### src/core/uart_rx_regs.svh
// Register map, field positions, reset values and sampling counts
// for the serial receiver. Included by its bare name; definitions only.
`ifndef UART_RX_REGS_SVH
`define UART_RX_REGS_SVH

// ==========================================================
// Register offsets (2-bit address)
`define RX_OFS_STATUS 2'h0
`define RX_OFS_CTRL_B 2'h1
`define RX_OFS_FRAME_CFG 2'h2
`define RX_OFS_DATA 2'h3

// ==========================================================
// rx_status_reg fields
`define RX_ST_COMPLETE 7
`define RX_ST_FRAME_ERR 4
`define RX_ST_OVERRUN 3
`define RX_ST_PARITY_ERR 2
`define RX_ST_DOUBLE_SPEED 1

// ==========================================================
// ctrl_reg_b fields
`define RX_CB_IRQ_EN 7
`define RX_CB_ENABLE 4
`define RX_CB_CHAR_SIZE2 2
`define RX_CB_NINTH_BIT 1

// ==========================================================
// frame_config_reg fields
`define RX_FC_PARITY_HI 5
`define RX_FC_PARITY_LO 4
`define RX_FC_STOP_SEL 3
`define RX_FC_CHAR_SIZE_HI 2
`define RX_FC_CHAR_SIZE_LO 1

// ==========================================================
// Reset values
`define RX_RST_CHAR_SIZE 3'h3
`define RX_RST_PARITY 2'h0

// ==========================================================
// Oversampling and majority-vote sample numbers, nine-bit size code, buffer depth
`define RX_SPB_NORMAL 5'h10
`define RX_SPB_DOUBLE 5'h08
`define RX_VOTE_FIRST_NORMAL 5'h08
`define RX_VOTE_FIRST_DOUBLE 5'h04
`define RX_CHAR_NINE 3'h7
`define RX_BUF_DEPTH 2'h2

`endif

### src/core/uart_rx_pkg.sv
// Types shared by the serial receiver.
// Assumes the constants header is included where numbers are needed.
package uart_rx_pkg;

  // One receive buffer entry: character plus its error flags
  typedef struct packed {
    logic [8:0] data;
    logic frame_err;
    logic overrun;
    logic parity_err;
  } rx_entry_t;

  // Receiver sequencing
  typedef enum logic [1:0] {
    RX_IDLE,
    RX_START,
    RX_BITS
  } rx_state_t;

endpackage

### src/core/uart_rx_flags.sv
// Serial receiver: clock and data recovery, two-entry buffer with
// per-character error flags, and a small register port.
// Assumes a one-cycle sample strobe from an outside baud generator.
//
// Strobed register access and the register offsets were decided locally.
`timescale 1ns/1ns
`default_nettype none
`include "uart_rx_regs.svh"

// Contract
// - rx_complete high exactly while buffer non-empty
// - clearing rx_enable flushes buffer immediately
// - interrupt asserted while enabled and rx_complete
// - error flags stored per character entry
// - flag writes ignored; flags raise no interrupt
// - first stop bit voted sets frame_error
// - overrun on full buffer, waiting char, start
// - overrun cleared on successful buffer transfer
// - parity_error only when checking was enabled
// - parity checked odd or even when enabled
// - disable stops receiver, releases pin
// - oversample 16x normal, 8x double speed
// - start bit voted on samples 8-10/4-6
// - resynchronise on every accepted start bit
// - 16 or 8 recovery states per bit
// - each bit from three centre samples
// - frame ends at first stop bit
// - next start edge accepted right after vote
// - enable hands pin to receiver
// - ninth bit kept in same entry
// - unused upper data bits read zero
module uart_rx_flags (
  input wire logic clk_sys_i,
  input wire logic rst_i,
  input wire logic sample_tick_i,
  input wire logic receive_pin_i,
  input wire logic [1:0] addr_i,
  input wire logic [7:0] wdata_i,
  input wire logic wr_i,
  input wire logic rd_i,
  output logic [7:0] rdata_o,
  output logic rx_complete_irq_o,
  output logic pin_override_o
);

  // ==========================================================
  // Decoding helpers

  // Two or three of three wins
  function automatic logic maj3(input logic a, input logic b,
                                input logic c);
    maj3 = (a & b) | (a & c) | (b & c);
  endfunction

  // 0 none, 1..3 = first, middle, last centre sample
  function automatic logic [1:0] vote_pos(input logic [4:0] ph,
                                          input logic ds);
    logic [4:0] f;
    f = ds ? `RX_VOTE_FIRST_DOUBLE : `RX_VOTE_FIRST_NORMAL;
    if (ph == f)
      vote_pos = 2'h1;
    else if (ph == 5'(f + 5'h01))
      vote_pos = 2'h2;
    else if (ph == 5'(f + 5'h02))
      vote_pos = 2'h3;
    else
      vote_pos = 2'h0;
  endfunction

  // Data bits per character; reserved codes fall back to 5..7
  function automatic logic [3:0] data_bits(input logic [2:0] cs);
    if (cs == `RX_CHAR_NINE)
      data_bits = 4'h9;
    else
      data_bits = 4'({2'h0, cs[1:0]} + 4'h5);
  endfunction

  // ==========================================================
  // Control registers
  logic rx_enable_r;
  logic irq_en_r;
  logic double_speed_r;
  logic stop_sel_r;
  logic [1:0] parity_mode_r;
  logic [2:0] char_size_r;

  // ==========================================================
  // Receiver and buffer state
  uart_rx_pkg::rx_state_t state_r;
  logic [4:0] ph_r;
  logic [2:0] votes_r;
  logic prev_r;
  logic [3:0] bitn_r;
  logic [8:0] data_sh_r;
  logic parity_bit_r;
  logic frame_done_r;
  logic start_ok_r;
  uart_rx_pkg::rx_entry_t frame_r;
  uart_rx_pkg::rx_entry_t hold_r;
  logic hold_valid_r;
  logic dor_flag_r;
  uart_rx_pkg::rx_entry_t buf_r [0:1];
  logic wr_ptr_r;
  logic rd_ptr_r;
  logic [1:0] count_r;

  logic [1:0] vp;
  logic vote;
  logic [4:0] spb;
  logic [3:0] nd;
  logic rx_complete;
  logic pop;
  logic room;
  logic src_valid;
  logic push;
  logic overrun_hit;
  uart_rx_pkg::rx_entry_t head;
  uart_rx_pkg::rx_entry_t src;

  // Sampling position and vote of the current tick
  assign spb = double_speed_r ? `RX_SPB_DOUBLE : `RX_SPB_NORMAL;
  assign vp = vote_pos(ph_r, double_speed_r);
  assign vote = maj3(votes_r[1], votes_r[0], receive_pin_i);
  assign nd = data_bits(char_size_r);

  // Buffer handshake terms
  assign head = buf_r[rd_ptr_r];
  assign rx_complete = (count_r != 2'h0);
  assign pop = rd_i && (addr_i == `RX_OFS_DATA) && rx_complete;
  assign room = (count_r != `RX_BUF_DEPTH) || pop;
  assign src_valid = hold_valid_r || frame_done_r;
  assign push = src_valid && room && rx_enable_r;
  assign overrun_hit = start_ok_r && hold_valid_r &&
                       (count_r == `RX_BUF_DEPTH);

  // Entry to write: freshly finished frame or the held one
  always_comb begin
    src = hold_valid_r ? hold_r : frame_r;
    src.overrun = dor_flag_r;
  end

  // ==========================================================
  // Register writes; flag positions are not writable
  always_ff @(posedge clk_sys_i) begin
    if (rst_i) begin
      rx_enable_r <= 1'b0;
      irq_en_r <= 1'b0;
      double_speed_r <= 1'b0;
      stop_sel_r <= 1'b0;
      parity_mode_r <= `RX_RST_PARITY;
      char_size_r <= `RX_RST_CHAR_SIZE;
    end else if (wr_i) begin
      unique case (addr_i)
        `RX_OFS_STATUS: begin
          // Only the speed bit is stored; error bits stay untouched
          double_speed_r <= wdata_i[`RX_ST_DOUBLE_SPEED];
        end
        `RX_OFS_CTRL_B: begin
          irq_en_r <= wdata_i[`RX_CB_IRQ_EN];
          rx_enable_r <= wdata_i[`RX_CB_ENABLE];
          char_size_r[2] <= wdata_i[`RX_CB_CHAR_SIZE2];
        end
        `RX_OFS_FRAME_CFG: begin
          parity_mode_r <= wdata_i[`RX_FC_PARITY_HI:`RX_FC_PARITY_LO];
          stop_sel_r <= wdata_i[`RX_FC_STOP_SEL];
          char_size_r[1:0] <=
            wdata_i[`RX_FC_CHAR_SIZE_HI:`RX_FC_CHAR_SIZE_LO];
        end
        `RX_OFS_DATA: begin
          // Transmit side is elsewhere; writes here do nothing
        end
      endcase
    end
  end

  // ==========================================================
  // Read data, valid only in the cycle after the strobe
  always_ff @(posedge clk_sys_i) begin
    if (rst_i) begin
      rdata_o <= 8'h00;
    end else if (rd_i) begin
      unique case (addr_i)
        `RX_OFS_STATUS: begin
          rdata_o <= 8'h00;
          rdata_o[`RX_ST_COMPLETE] <= rx_complete;
          rdata_o[`RX_ST_FRAME_ERR] <= rx_complete & head.frame_err;
          rdata_o[`RX_ST_OVERRUN] <= rx_complete & head.overrun;
          rdata_o[`RX_ST_PARITY_ERR] <=
            rx_complete & head.parity_err;
          rdata_o[`RX_ST_DOUBLE_SPEED] <= double_speed_r;
        end
        `RX_OFS_CTRL_B: begin
          rdata_o <= 8'h00;
          rdata_o[`RX_CB_IRQ_EN] <= irq_en_r;
          rdata_o[`RX_CB_ENABLE] <= rx_enable_r;
          rdata_o[`RX_CB_CHAR_SIZE2] <= char_size_r[2];
          rdata_o[`RX_CB_NINTH_BIT] <= rx_complete & head.data[8];
        end
        `RX_OFS_FRAME_CFG: begin
          rdata_o <= {2'h0, parity_mode_r, stop_sel_r,
                      char_size_r[1:0], 1'b0};
        end
        `RX_OFS_DATA: begin
          rdata_o <= rx_complete ? head.data[7:0] : 8'h00;
        end
      endcase
    end else begin
      rdata_o <= 8'h00;
    end
  end

  // ==========================================================
  // Interrupt and pin ownership, both registered
  always_ff @(posedge clk_sys_i) begin
    if (rst_i) begin
      rx_complete_irq_o <= 1'b0;
      pin_override_o <= 1'b0;
    end else begin
      // Error flags deliberately have no path here
      rx_complete_irq_o <= irq_en_r && rx_complete;
      pin_override_o <= rx_enable_r;
    end
  end

  // ==========================================================
  // Clock and data recovery; disable abandons any frame at once
  always_ff @(posedge clk_sys_i) begin
    if (rst_i || !rx_enable_r) begin
      state_r <= uart_rx_pkg::RX_IDLE;
      ph_r <= 5'h01;
      votes_r <= 3'h0;
      prev_r <= 1'b1;
      bitn_r <= 4'h0;
      data_sh_r <= 9'h000;
      parity_bit_r <= 1'b0;
      frame_done_r <= 1'b0;
      start_ok_r <= 1'b0;
      frame_r <= '0;
    end else begin
      frame_done_r <= 1'b0;
      start_ok_r <= 1'b0;
      if (sample_tick_i) begin
        prev_r <= receive_pin_i;
        unique case (state_r)
          uart_rx_pkg::RX_IDLE: begin
            // This tick is sample 1, so the next tick is sample 2;
            // starting at 1 would vote one sample late and miss a
            // start edge that follows the stop vote directly
            if (prev_r && !receive_pin_i) begin
              state_r <= uart_rx_pkg::RX_START;
              ph_r <= 5'h02;
            end
          end
          uart_rx_pkg::RX_START, uart_rx_pkg::RX_BITS: begin
            ph_r <= (ph_r == spb) ? 5'h01 : 5'(ph_r + 5'h01);
            if (vp != 2'h0)
              votes_r <= {votes_r[1:0], receive_pin_i};
            if (vp == 2'h3) begin
              if (state_r == uart_rx_pkg::RX_START) begin
                if (vote) begin
                  state_r <= uart_rx_pkg::RX_IDLE;
                end else begin
                  state_r <= uart_rx_pkg::RX_BITS;
                  bitn_r <= 4'h0;
                  data_sh_r <= 9'h000;
                  start_ok_r <= 1'b1;
                end
              end else if (bitn_r < nd) begin
                data_sh_r[bitn_r] <= vote;
                bitn_r <= 4'(bitn_r + 4'h1);
              end else if (bitn_r == nd && parity_mode_r[1]) begin
                parity_bit_r <= vote;
                bitn_r <= 4'(bitn_r + 4'h1);
              end else begin
                // First stop bit ends the frame, whatever stop_sel says
                state_r <= uart_rx_pkg::RX_IDLE;
                frame_done_r <= 1'b1;
                frame_r.data <= data_sh_r;
                frame_r.frame_err <= !vote;
                frame_r.overrun <= 1'b0;
                frame_r.parity_err <= parity_mode_r[1] &
                  (parity_bit_r ^ (^data_sh_r) ^ parity_mode_r[0]);
              end
            end
          end
        endcase
      end
    end
  end

  // ==========================================================
  // Two-entry buffer with one held frame behind it
  always_ff @(posedge clk_sys_i) begin
    if (rst_i || !rx_enable_r) begin
      count_r <= 2'h0;
      wr_ptr_r <= 1'b0;
      rd_ptr_r <= 1'b0;
      hold_valid_r <= 1'b0;
      hold_r <= '0;
      dor_flag_r <= 1'b0;
    end else begin
      if (push) begin
        buf_r[wr_ptr_r] <= src;
        wr_ptr_r <= !wr_ptr_r;
      end
      if (pop)
        rd_ptr_r <= !rd_ptr_r;
      count_r <= 2'(count_r + {1'b0, push} - {1'b0, pop});
      // A full buffer parks the finished frame in hold_r
      if (frame_done_r && !room) begin
        hold_valid_r <= 1'b1;
        hold_r <= frame_r;
      end else if (push && hold_valid_r) begin
        hold_valid_r <= 1'b0;
      end
      // New start over a parked frame loses it
      if (overrun_hit) begin
        hold_valid_r <= 1'b0;
        dor_flag_r <= 1'b1;
      end else if (push) begin
        dor_flag_r <= 1'b0;
      end
    end
  end
endmodule
`default_nettype wire

### config.mk
export PLATFORM = sky130hd
export DESIGN_NAME = uart_rx_flags
export DESIGN_NICKNAME = d
export VERILOG_FILES = /design/src/core/uart_rx_pkg.sv /design/src/core/uart_rx_flags.sv
export VERILOG_INCLUDE_DIRS = /design/src /design/src/core
export SDC_FILE = /design/constraint.sdc
export NUM_CORES = 1
export LEC_CHECK = 0
export ABC_AREA = 1
export BUFFER_PORTS_ARGS = -buffer_cell sky130_fd_sc_hd__buf_2
export CAP_MARGIN = 20
export CORE_MARGIN = 5
export CORE_UTILIZATION = 30
export CTS_CLUSTER_SIZE = 16
export DETAILED_ROUTE_END_ITERATION = 8
export PLACE_DENSITY = 0.43
export SYNTH_ARGS = -nofsm -noshare
export SYNTH_HDL_FRONTEND = slang
export SYNTH_SLANG_ARGS = --single-unit
### constraint.sdc
create_clock -name clk_sys_i -period 2.9 [get_ports clk_sys_i]
set_clock_uncertainty 0.05 [all_clocks]
set_input_delay 0.29 -clock clk_sys_i [delete_from_list [all_inputs] [get_ports clk_sys_i]]
set_output_delay 0.29 -clock clk_sys_i [all_outputs]
set_load 0.01 [all_outputs]
Word-level counts from Yosys, hierarchy flattened --
Memory sizes are Yosys's and may differ from the RTL's. A register that Yosys moved wholly into a read port is not among the register bits. Index checks and enable logic that the tools add are counted.
Operators by class: $lt $le $gt $ge 3, bitwise operators 19, reductions and logical operators 45, add/sub/neg operators 7, equality and inequality tests 19, multiplexer cells 40
Operators by type and width (count):
- $pmux W8 S4 | 1
- $mux W9 | 3
- $mux W4 | 6
- $mux W2 | 9
- $eq A5 B5 Y1 | 3
- $mux W5 | 3
- $reduce_and A5 Y1 | 3
- $logic_and A1 B1 Y1 | 12
- $mux W1 | 12
- $mux W12 | 1
- $reduce_and A6 Y1 | 2
- $eq A2 B2 Y1 const B | 5
- $pmux W5 S2 | 1
- $reduce_bool A2 Y1 | 5
- $bwmux W9 | 1
- $reduce_xor A9 Y1 | 1
- $and A1 B1 Y1 | 8
- $mux W8 | 1
- $ne A2 B2 Y1 const B | 4
- $reduce_and A2 Y1 | 4
- $not A1 Y1 | 7
- $logic_not A1 Y1 | 6
- $ne A3 B3 Y1 const B | 2
- $reduce_or A2 Y1 | 3
- other kinds (24) | 30
Storage, ports and cells: bits in writable memories 24, output and inout port bits 10, logic and storage cells 164, memories 1, flip-flop bits (word level) 73
Memory list:
- buf_r | depth 2, width 12, read ports 1, clocked after Yosys merged registers in 1, wr ports 1, line uart_rx_flags.sv:102 | uart_rx_pkg::rx_entry_t buf_r [0:1];

Logic depth before layout (Yosys ltp) --
Gate-level depths: netlist of the first run.
depth after elaboration 9, depth in mapped cells 13, depth with buffers taken out 13

Worst setup path after synthesis of the first run --
No wires, ideal clock.
path type register to register, start reg count_r[1], end mem buf_r[0][0] in the netlist's numbering, enable pin, clock period less this slack 2.274 ns, required time 2.454 ns, setup time 0.396 ns, setup slack 0.626 ns, cell stages (with the launch flop) 7, buffers on the path 0, data arrival time 1.828 ns, cell sequence dfxtp_1 -> nor2_2 -> nor2_4 -> nand2_4 -> nand3_1 -> nand2_2 -> nor3_1
Between the ends: cells in the longest elaborated chain, start to end 8, elaborated cells between the ends (all ways) 9, those cells by class eq/ne: 1; mux: 3; reduce/logical: 5
Ends and longest elaborated chain:
- start: declaration | line uart_rx_flags.sv:105 | logic [1:0] count_r;
- start signal: assignment | line uart_rx_flags.sv:308 | count_r <= 2'(count_r + {1'b0, push} - {1'b0, pop});
- $reduce_bool A2 Y1 | line uart_rx_flags.sv:128 | assign rx_complete = (count_r != 2'h0);
- $logic_and A1 B1 Y1 | line uart_rx_flags.sv:129 | assign pop = rd_i && (addr_i == `RX_OFS_DATA) && rx_complete;
- $logic_or A1 B1 Y1 * | line uart_rx_flags.sv:130 | assign room = (count_r != `RX_BUF_DEPTH) || pop;
- $logic_and A1 B1 Y1 * (2 in series) | line uart_rx_flags.sv:132 | assign push = src_valid && room && rx_enable_r;
- $mux W1 * | line uart_rx_flags.sv:302 | if (push) begin
- $mux W1 * | line uart_rx_flags.sv:294 | if (rst_i || !rx_enable_r) begin
- $mux W1 (implied by the code) * | line uart_rx_flags.sv:303 | buf_r[wr_ptr_r] <= src;
- end: declaration | line uart_rx_flags.sv:102
Mark *: on every way between the ends. The rest lies on a longest branch, timed or not.

Worst setup path in the final report of the first run --
start reg char_size_r[0], end reg frame_r[2] in the netlist's numbering
Between the ends: cells in the longest elaborated chain, start to end 6, elaborated cells between the ends (all ways) 9, those cells by class add/sub: 1; order compare: 1; eq/ne: 2; mux: 1; bitwise: 2; reduce/logical: 2
Ends and longest elaborated chain:
- start: declaration | line uart_rx_flags.sv:85 | logic [2:0] char_size_r;
- start signal: assignment | line uart_rx_flags.sv:151 | char_size_r <= `RX_RST_CHAR_SIZE;
- start signal: assignment | line uart_rx_flags.sv:166 | char_size_r[1:0] <=
- $add A2 B3 Y4 or $eq A3 B3 Y1 (tied branches)
- $mux W4 * | line uart_rx_flags.sv:72 | if (cs == `RX_CHAR_NINE)
- parallel branches: the longest is 3 deep, another holds $lt A4 B4 Y1
- $reduce_and A6 Y1 (no line) *
- end: declaration | line uart_rx_flags.sv:98 | uart_rx_pkg::rx_entry_t frame_r;
Every way passes the cells marked *. A chain may end at the register's enable or synchronous reset.

==> impl_metrics.py, run 1 <==
metrics = {
    "floorplanning": {
        "die_y_um": 135,
        "start_util": 0.307,
        "fp.dieArea_um2": 18100,
        "floorplan.rows": 45,
        "die_w_um": 135,
        "ioPinCount": 26,
        "core_um2": 15200,
    },
    "global_routing": {
        "grt.overflow.total": 0,
        "grt_first_pass_wirelength_um": 17400,
        "grt_antenna_before_repair": 0,
        "grt_max_degree": 33,
        "track_usage": 0.120,
        "first_global_vias": 3468,
    },
    "place": {
        "gp_congestion": 0.764,
        "dpl-instance-area_um2": 4930,
        "port-buffer-count": 23,
        "detailedPlacementHpwl_um": 7630,
        "place_worst_setup_slack_ns": 0.548,
    },
    "synth": {
        "netlist_instances": 589,
        "post_synth_instance_area_um2": 4660,
        "synth.yosys.warnings": 0,
        "syn_area_per_cell_um2": 7.91,
        "synth_fp_nets": 622,
        "ys_ff_latch": 98,
        "seq_area_frac_synth": 0.472,
        "synth_cell_types": 40,
    },
    "min_path": {
        "hp-class": "in2reg",
    },
    "timing": {
        "fmax_ghz": 0.427,
        "post-route-worst-setup-slack_ns": 0.559,
        "slew_viol_final": 0,
        "hold_viol_final": 0,
        "timing.final.setup_violations": 0,
        "period_share": 0.807,
        "setup_repair_after_global_routing_missed_its_margin": "false",
        "timing.final.crit_period_ns": 2.34,
        "slew_headroom": 0.450,
        "worstMarginPinSlew_ns": 0.823,
        "totalNegativeSetupSlack_ns": 0,
    },
    "status": {
        "status": "completed",
    },
    "detailed_routing": {
        "detail_route.iter0.violations": 211,
        "drtPass1Iterations": 4,
        "wl_um": 10300,
        "drt.antenna.violating_nets": 0,
        "drc": 0,
        "dr_total_vias": 3690,
        "post_drt_via_cell_ratio": 4.61,
        "wl_per_cell_um": 12.8,
    },
    "cts": {
        "cts.sinks": 98,
        "clock_edge_transition_at_the_registers_on_the_reported_setup_and_hold_paths_ns": 0.07,
        "post-cts-setup-buffer-count": 0,
        "cts_tree": "done",
        "cts-hold-fix-buffers": 0,
        "cts_inserted_buffers": 9,
        "ctsHtreeMaxLevel": 3,
        "longest_clk_path_bufs": 2,
        "cts.root.buffer_cell": "sky130_fd_sc_hd__clkbuf_16",
        "clock_insertion_delay_worst_skew_ns": 0.35,
        "cts.repair.resized": 0,
    },
    "finish": {
        "final_area_um2": 5210,
        "antenna-diode-count": 0,
        "filler_cell_count": 1615,
        "fin_nets": 641,
        "area_growth_from_synthesis_to_layout_pct": 11.8,
        "layout-drive-gt1-share": 0.106,
    },
    "worst_setup_path": {
        "crit_fanout": 19,
        "crit_required_ns": 3.09,
        "endpoint_kind": "flip-flop",
        "worst-endpoint-arrival_ns": 2.53,
        "critical_path.startpoint_type": "flip-flop",
        "path_class": "reg2reg",
    },
    "flow_run": {
        "cap_violations": 0,
    },
    "power": {
        "powerDensity_nw_per_um2": 506,
        "worst_ir_drop_vdd_mv": 0.271,
        "p_leak_uw": 0.00199,
    },
}
worst paths after layout:
check | start | endpoint | slack (ns) | cells after the start
min | wdata_i[4] | parity_mode_r[0]$_SDFFE_PP0P_ | 0.13 | 3
max reg2reg | char_size_r[0]$_SDFFE_PP1P_ | frame_r[2]$_SDFFE_PP0P_ | 0.56 | 12
min reg2reg | hold_r[4]$_SDFFE_PP0P_ | hold_r[4]$_SDFFE_PP0P_ | 0.40 | 2
max | char_size_r[0]$_SDFFE_PP1P_ | frame_r[2]$_SDFFE_PP0P_ | 0.56 | 12
flip-flops by register name (all words and copies together), names as in the netlist, 2 cells and up, named ones only:
signal	cells
frame_r	11
state_r	2
parity_mode_r	2
char_size_r	3
rdata_o	8
data_sh_r	9
votes_r	2
count_r	2
bitn_r	4
hold_r	11
buf_r	24
ph_r	5
placed cells by master, fill, tap and decap left out, drive strengths merged, types with 10 or more instances in the layout:
master  count
nand2     128
inv        87
dfxtp      74
nor2       64
o21ai      55
a21oi      49
buf        27
edfxtp     24
nand3      19
ha         17
nand4      16
o211ai     10
power by group:
part	internal (µW)	leakage [µW]	switching, µW
clock network	589	0.000139	541
logic	31.9	0.00109	66.5
registers	1400	0.000767	7.42
total	2020	0.00199	615
final cells by class:
cell class              instances  area (µm²)  area share
clock inverters                 7        50.0     0.00961
inverters                      83         312      0.0598
flip-flops and latches         98        2200       0.423
multi-input cells             389        2040       0.392
well taps                     188         235      0.0452
clock buffers                   9         225      0.0432
repair buffers                 27         145      0.0279
synthesized netlist by cell type:
library cell,number,area [µm²]
sky130_fd_sc_hd__inv_1,81,304
sky130_fd_sc_hd__buf_1,1,3.75
sky130_fd_sc_hd__buf_2,4,20.0
sky130_fd_sc_hd__mux2i_1,1,10.0
sky130_fd_sc_hd__clkbuf_1,9,33.8
sky130_fd_sc_hd__nor2_4,5,56.3
sky130_fd_sc_hd__dfxtp_1,74,1480
sky130_fd_sc_hd__o221ai_1,1,8.76
sky130_fd_sc_hd__or2_2,2,12.5
sky130_fd_sc_hd__nand4_1,15,93.8
sky130_fd_sc_hd__nor3_1,8,40.0
sky130_fd_sc_hd__a41oi_1,1,8.76
sky130_fd_sc_hd__nand4_4,1,21.3
sky130_fd_sc_hd__a31oi_1,3,18.8
sky130_fd_sc_hd__a21oi_1,49,245
sky130_fd_sc_hd__nor4_1,1,6.26
sky130_fd_sc_hd__nand2_4,1,11.3
sky130_fd_sc_hd__o21ai_0,45,225
sky130_fd_sc_hd__o2111ai_1,1,8.76
sky130_fd_sc_hd__buf_6,4,45.0
sky130_fd_sc_hd__a22oi_1,2,15.0
sky130_fd_sc_hd__a211oi_1,2,15.0
sky130_fd_sc_hd__nand3_1,18,90.1
sky130_fd_sc_hd__xor2_1,4,35.0
sky130_fd_sc_hd__ha_1,17,213
sky130_fd_sc_hd__buf_4,1,7.51
sky130_fd_sc_hd__o21a_1,1,7.51
sky130_fd_sc_hd__o31ai_1,1,7.51
sky130_fd_sc_hd__nand3_2,1,10.0
sky130_fd_sc_hd__nand2_1,123,462
sky130_fd_sc_hd__inv_2,2,7.51
sky130_fd_sc_hd__xnor2_1,2,17.5
sky130_fd_sc_hd__o211ai_1,10,75.1
sky130_fd_sc_hd__nor2_1,56,210
sky130_fd_sc_hd__o21bai_1,1,7.51
sky130_fd_sc_hd__o21ai_2,3,26.3
sky130_fd_sc_hd__o21ai_1,7,35.0
sky130_fd_sc_hd__nor2_2,3,18.8
sky130_fd_sc_hd__nand2_2,4,25.0
sky130_fd_sc_hd__edfxtp_1,24,721
critical path: stages (launching register included):
cell	delay, ns
sky130_fd_sc_hd__dfxtp_1	0.37
sky130_fd_sc_hd__ha_1	0.30
sky130_fd_sc_hd__inv_1	0.04
sky130_fd_sc_hd__ha_1	0.29
sky130_fd_sc_hd__inv_1	0.04
sky130_fd_sc_hd__o21bai_1	0.12
sky130_fd_sc_hd__nand2_1	0.08
sky130_fd_sc_hd__nand2_1	0.11
sky130_fd_sc_hd__nand2_1	0.14
sky130_fd_sc_hd__nor2_4	0.34
sky130_fd_sc_hd__inv_1	0.15
sky130_fd_sc_hd__o21ai_1	0.14
sky130_fd_sc_hd__nor2_1	0.05
kinds of logic after synthesis:
family | count (synthesis) | synth area share
compound gates | 127 | 0.151
xor+xnor | 6 | 0.0113
fa+ha+maj | 17 | 0.0456
buf+inv | 102 | 0.0905
flops | 98 | 0.472
mux | 1 | 0.00215
simple gates | 238 | 0.227
per-stage QoR:
step / hold slack, ns / std cells / total power (µW) / utilization
global route: 0.123 / 801 / 2760 / 0.343
CTS: 0.117 / 801 / 2690 / 0.343
finish: 0.129 / 801 / 2630 / 0.343
global placement: 0.382 / 785 / 1540 / 0.325
floorplan: 0.309 / 589 / 1500 / -
detailed placement: 0.392 / 785 / 1540 / 0.325
layer usage:
| metal | wire (µm) | GRT usage | part of all wire | vias up |
|---|---|---|---|---|
| met2 | 4690 | 0.189 | 0.46 | 41 |
| met4 | 109 | 0.0288 | 0.011 | 0 |
| li1 | - | - | - | 1979 |
| met3 | 407 | 0.0380 | 0.040 | 8 |
| met5 | 0 | 0 | 0 | - |
| met1 | 5070 | 0.162 | 0.49 | 1662 |
(Power assumes the default switching activity.)
==> run 2, diff against run 1 <==
clock period = 2.4 ns   (was 2.9 ns; I/O delays follow)
==> run 2 against run 1 <==
  * First-iteration DRC count down 20%
  * Sequential power rose by 21%
  * Register-to-register slack lost 0.27 ns
  * Cell area grew 1.4%
  * Routed wire length is 1.8% higher
  * Global-route usage increased by 0.16 points
  * Non-clock buffer count rose by 4
  * Sequential share of layout area is 0.58 points lower
  * Hold slack got worse by 0.047 ns
  * Combinational power up 23%
  * Clock power up 35%
  * Count of clock-buffer cells in the layout increased by 3
  * Largest cell class unchanged
==> impl_metrics.py, run 2 (synthesized netlist as in run 1, its figures left out) <==
metrics = {
    "status": {
        "status": "completed",
    },
    "timing": {
        "setup_repair_after_global_routing_missed_its_margin": "false",
        "hold_viol_final": 0,
        "fmax_ghz": 0.473,
        "worstMarginPinSlew_ns": 0.830,
        "period_share": 0.881,
        "post-route-worst-setup-slack_ns": 0.286,
        "slew_headroom": 0.446,
        "timing.final.crit_period_ns": 2.11,
        "totalNegativeSetupSlack_ns": 0,
        "slew_viol_final": 0,
        "timing.final.setup_violations": 0,
    },
    "worst_setup_path": {
        "critical_path.startpoint_type": "flip-flop",
        "path_class": "reg2reg",
        "crit_fanout": 18,
        "crit_required_ns": 2.62,
        "endpoint_kind": "flip-flop",
        "reg2regPathDepth": 12,
        "worst-endpoint-arrival_ns": 2.34,
    },
    "cts": {
        "clock_insertion_delay_worst_skew_ns": 0.35,
        "cts.sinks": 98,
        "cts_inserted_buffers": 9,
        "post-cts-setup-buffer-count": 0,
        "longest_clk_path_bufs": 2,
        "cts.repair.resized": 0,
        "ctsHtreeMaxLevel": 3,
        "cts-hold-fix-buffers": 0,
        "clock_edge_transition_at_the_registers_on_the_reported_setup_and_hold_paths_ns": 0.07,
        "cts.root.buffer_cell": "sky130_fd_sc_hd__clkbuf_16",
        "cts_tree": "done",
    },
    "floorplanning": {
        "die_y_um": 135,
        "die_w_um": 135,
        "start_util": 0.307,
        "floorplan.rows": 45,
        "core_um2": 15200,
        "fp.dieArea_um2": 18100,
        "ioPinCount": 26,
    },
    "global_routing": {
        "first_global_vias": 3562,
        "grt_first_pass_wirelength_um": 17600,
        "grt.overflow.total": 0,
        "grt_antenna_before_repair": 0,
        "grt_max_degree": 33,
        "track_usage": 0.122,
    },
    "finish": {
        "final_area_um2": 5280,
        "fin_util": 0.347,
        "largest_registers": "buf_r x24, frame_r x11, hold_r x11",
        "antenna-diode-count": 0,
        "final_cell_mix": "sky130_fd_sc_hd__nand2_1, sky130_fd_sc_hd__inv_1, sky130_fd_sc_hd__dfxtp_1",
        "non_filler_instance_count_after_layout": 805,
        "most_common_library_cell_in_the_layout_ignoring_fill_and_taps": "sky130_fd_sc_hd__nand2_1",
        "area_growth_from_synthesis_to_layout_pct": 13.3,
        "fin_nets": 645,
        "largest_register_ffs": 24,
        "largest_register": "buf_r",
        "layout-drive-gt1-share": 0.109,
    },
    "place": {
        "dpl-instance-area_um2": 4960,
        "gp_congestion": 0.791,
        "placed_cells_incl_taps": 789,
        "port-buffer-count": 23,
        "detailedPlacementHpwl_um": 7780,
        "place_worst_setup_slack_ns": 0.285,
    },
    "detailed_routing": {
        "drt.antenna.violating_nets": 0,
        "wl_um": 10500,
        "drtPass1Iterations": 4,
        "dr_total_vias": 3725,
        "detail_route.iter0.violations": 169,
        "post_drt_via_cell_ratio": 4.63,
        "wl_per_cell_um": 13.0,
        "drc": 0,
    },
    "min_path": {
        "hp-class": "in2reg",
        "min_delay_path_depth": 3,
    },
    "power": {
        "worst_ir_drop_vdd_mv": 0.352,
        "powerDensity_nw_per_um2": 634,
        "p_leak_uw": 0.00203,
    },
    "flow_run": {
        "cap_violations": 0,
    },
}
==> run 2: worst max-delay path, cell delays in order, from the launching register on <==
cell and delay, ns:
sky130_fd_sc_hd__dfxtp_1 0.36, sky130_fd_sc_hd__ha_1 0.29, sky130_fd_sc_hd__inv_1 0.04, sky130_fd_sc_hd__ha_1 0.28
sky130_fd_sc_hd__inv_1 0.04, sky130_fd_sc_hd__o21bai_1 0.11, sky130_fd_sc_hd__nand2_1 0.08, sky130_fd_sc_hd__nand2_1 0.11
sky130_fd_sc_hd__nand2_1 0.14, sky130_fd_sc_hd__nor2_4 0.15, sky130_fd_sc_hd__buf_6 0.16, sky130_fd_sc_hd__o21ai_0 0.09
sky130_fd_sc_hd__a21oi_1 0.13
==> run 2: final timing paths <==
kind	start	slack, ns	end
worst max register to register	char_size_r[1]$_SDFFE_PP1P_	0.29	frame_r[8]$_SDFFE_PP0P_
worst min register to register	hold_r[4]$_SDFFE_PP0P_	0.40	hold_r[4]$_SDFFE_PP0P_
worst max-delay path	char_size_r[1]$_SDFFE_PP1P_	0.29	frame_r[8]$_SDFFE_PP0P_
worst min-delay path	wdata_i[2]	0.08	char_size_r[1]$_SDFFE_PP1P_
==> run 2: through the flow <==
stage               power, µW  hold slack [ns]
floorplan                1810            0.259
global placement         1860            0.383
detailed placement       1860            0.388
CTS                      3420           0.0711
global route             3510           0.0878
finish                   3350           0.0816
==> run 2: routing by layer <==
metal | track usage | part of all wire | up-vias
li1 | - | - | 1980
met1 | 0.153 | 0.48 | 1677
met2 | 0.198 | 0.46 | 54
met3 | 0.0395 | 0.040 | 14
met4 | 0.0436 | 0.019 | 0
met5 | 0 | 0 | -
==> run 2: area by class of cell <==
class | count | area [µm²]
timing repair buffer | 31 | 179
tap | 188 | 235
multi-input combinational | 389 | 2040
sequential | 98 | 2200
fill | 1630 | 9920
clock inverter | 4 | 77.6
inverter | 83 | 312
clock buffer | 12 | 236
==> run 2: report_power, final <==
part / internal [µW] / switching, µW
Sequential: 1690 / 8.17
Clock: 918 / 611
Combinational: 39.9 / 81.4
Total: 2650 / 701
==> run 3, diff against run 2 <==
CORE_MARGIN = not set   (was 5)
PLACE_DENSITY = 0.5   (was 0.43)
==> run 3 against run 2 <==
  * Hold slack got worse by 0.0027 ns
  * Combinational power barely moved
  * Via count up 0.19%
  * Critical path type unchanged
  * Critical endpoint is now frame_r[6]$_SDFFE_PP0P_
  * Largest cell class unchanged
==> impl_metrics.py, run 3 (synthesized netlist as in run 1, its figures left out) <==
metrics = {
    "status": {
        "status": "completed",
    },
    "timing": {
        "worstMarginPinSlew_ns": 0.778,
        "slew_viol_final": 0,
        "timing.final.setup_violations": 0,
        "totalNegativeSetupSlack_ns": 0,
        "timing.final.crit_period_ns": 2.16,
        "setup_repair_after_global_routing_missed_its_margin": "false",
        "period_share": 0.901,
        "fmax_ghz": 0.463,
        "hold-worst-slack_ns": 0.0790,
        "slew_headroom": 0.481,
        "hold_viol_final": 0,
    },
    "worst_setup_path": {
        "worst_setup_path_startpoint": "char_size_r[1]$_SDFFE_PP1P_",
        "crit_path_frequent_cell": "sky130_fd_sc_hd__nand2_1",
        "crit_end": "frame_r[6]$_SDFFE_PP0P_",
        "crit_required_ns": 2.62,
        "worst_r2r_endpoint": "frame_r[6]$_SDFFE_PP0P_",
        "path_class": "reg2reg",
        "crit_fanout": 18,
        "worst-endpoint-arrival_ns": 2.39,
        "endpoint_kind": "flip-flop",
        "crit-reg2reg-launch": "char_size_r[1]$_SDFFE_PP1P_",
        "reg2regPathDepth": 12,
        "critPathMaxStageDelay_ns": 0.36,
        "critical_path.startpoint_type": "flip-flop",
        "critPathSlowestCell": "sky130_fd_sc_hd__dfxtp_1",
        "critical_path.cell_chain": "ha_1 -> inv_1 -> ha_1 -> inv_1 -> o21bai_1 -> nand2_1 -> nand2_1 -> nand2_1 -> nor2_4 -> buf_4 -> o21ai_0 -> a21oi_1",
        "r2r_setup_slack_ns": 0.24,
    },
    "finish": {
        "fin_util": 0.344,
        "most_common_library_cell_in_the_layout_ignoring_fill_and_taps": "sky130_fd_sc_hd__nand2_1",
        "layout-drive-gt1-share": 0.107,
        "largest_registers": "buf_r x24, frame_r x11, hold_r x11",
        "antenna-diode-count": 0,
        "final_cell_mix": "sky130_fd_sc_hd__nand2_1, sky130_fd_sc_hd__inv_1, sky130_fd_sc_hd__dfxtp_1",
        "area_growth_from_synthesis_to_layout_pct": 12.2,
        "largest_register_ffs": 24,
        "largest_register": "buf_r",
        "fin_nets": 644,
        "final_area_um2": 5230,
    },
    "floorplanning": {
        "core_um2": 15200,
        "fp.dieArea_um2": 16000,
        "die_y_um": 127,
        "ioPinCount": 26,
        "start_util": 0.307,
        "die_w_um": 127,
        "floorplan.rows": 45,
    },
    "place": {
        "port-buffer-count": 23,
        "gp_congestion": 0.818,
        "dpl-instance-area_um2": 4960,
        "detailedPlacementHpwl_um": 7510,
    },
    "min_path": {
        "hp-class": "in2reg",
        "min_delay_path_depth": 2,
    },
    "cts": {
        "cts-hold-fix-buffers": 0,
        "clock_edge_transition_at_the_registers_on_the_reported_setup_and_hold_paths_ns": 0.07,
        "cts_tree": "done",
        "cts.sinks": 98,
        "clock_insertion_delay_worst_skew_ns": 0.35,
        "longest_clk_path_bufs": 2,
        "cts.root.buffer_cell": "sky130_fd_sc_hd__clkbuf_16",
        "post-cts-setup-buffer-count": 0,
        "cts_inserted_buffers": 9,
        "ctsHtreeMaxLevel": 3,
        "cts.repair.resized": 0,
    },
    "global_routing": {
        "track_usage": 0.136,
        "grt_max_degree": 33,
        "grt_antenna_before_repair": 0,
        "grt_first_pass_wirelength_um": 17100,
        "grt.overflow.total": 0,
        "first_global_vias": 3630,
    },
    "detailed_routing": {
        "dr_total_vias": 3732,
        "post_drt_via_cell_ratio": 4.64,
        "wl_um": 10200,
        "drc": 0,
        "wl_per_cell_um": 12.6,
        "detail_route.iter0.violations": 180,
        "drtPass1Iterations": 4,
        "drt.antenna.violating_nets": 0,
    },
    "power": {
        "powerDensity_nw_per_um2": 606,
        "p_leak_uw": 0.00200,
        "worst_ir_drop_vdd_mv": 0.344,
        "post-layout-total-power_uw": 3170,
    },
    "flow_run": {
        "cap_violations": 0,
    },
}
run 3: power breakdown:
group	switching [µW]	leakage, µW	internal (µW)
sequential	8.08	0.000767	1690
clock	615	0.000131	734
combinational	80.6	0.00110	39.5
run 3: through the flow:
step	worst slack [ns]	cells
after detailed placement	0.262	788
after CTS	0.247	804
after global placement	0.305	788
after global routing	0.00190	804
after floorplan	0.126	589
final	0.239	804
run 3: worst min path at each step:
stage / to / startpoint / slack (ns)
final: double_speed_r$_SDFFE_PP0P_ / rst_i / 0.08
after global routing: double_speed_r$_SDFFE_PP0P_ / rst_i / 0.08
after CTS: double_speed_r$_SDFFE_PP0P_ / rst_i / 0.07
after detailed placement: hold_r[9]$_SDFFE_PP0P_ / hold_r[9]$_SDFFE_PP0P_ / 0.39
after global placement: hold_r[11]$_SDFFE_PP0P_ / hold_r[11]$_SDFFE_PP0P_ / 0.38
after floorplan: double_speed_r$_SDFFE_PP0P_ / rst_i / 0.26
run 3: worst max-delay path, delay by kind of cell (launching register included):
kind	cells	cell delay, ns
buf+inv	3	0.29
flops	1	0.36
simple gates	4	0.48
compound gates	3	0.35
fa+ha+maj	2	0.57
run 3: area by class of cell:
cell class,count,area (µm²)
Clock buffer,12,246
Clock inverter,4,28.8
Fill cell,1600,9970
Inverter,83,312
Multi-Input combinational cell,389,2040
Sequential cell,98,2200
Tap cell,188,235
Timing Repair Buffer,30,168
run 3: layer usage:
layer / routed length, µm / GRT usage / share of wire / vias up
met5: 0 / 0 / 0 / -
met4: 85 / 0.0454 / 0.0084 / 0
met3: 367 / 0.0358 / 0.036 / 4
met2: 4880 / 0.236 / 0.48 / 45
met1: 4820 / 0.164 / 0.47 / 1701
li1: - / - / - / 1982
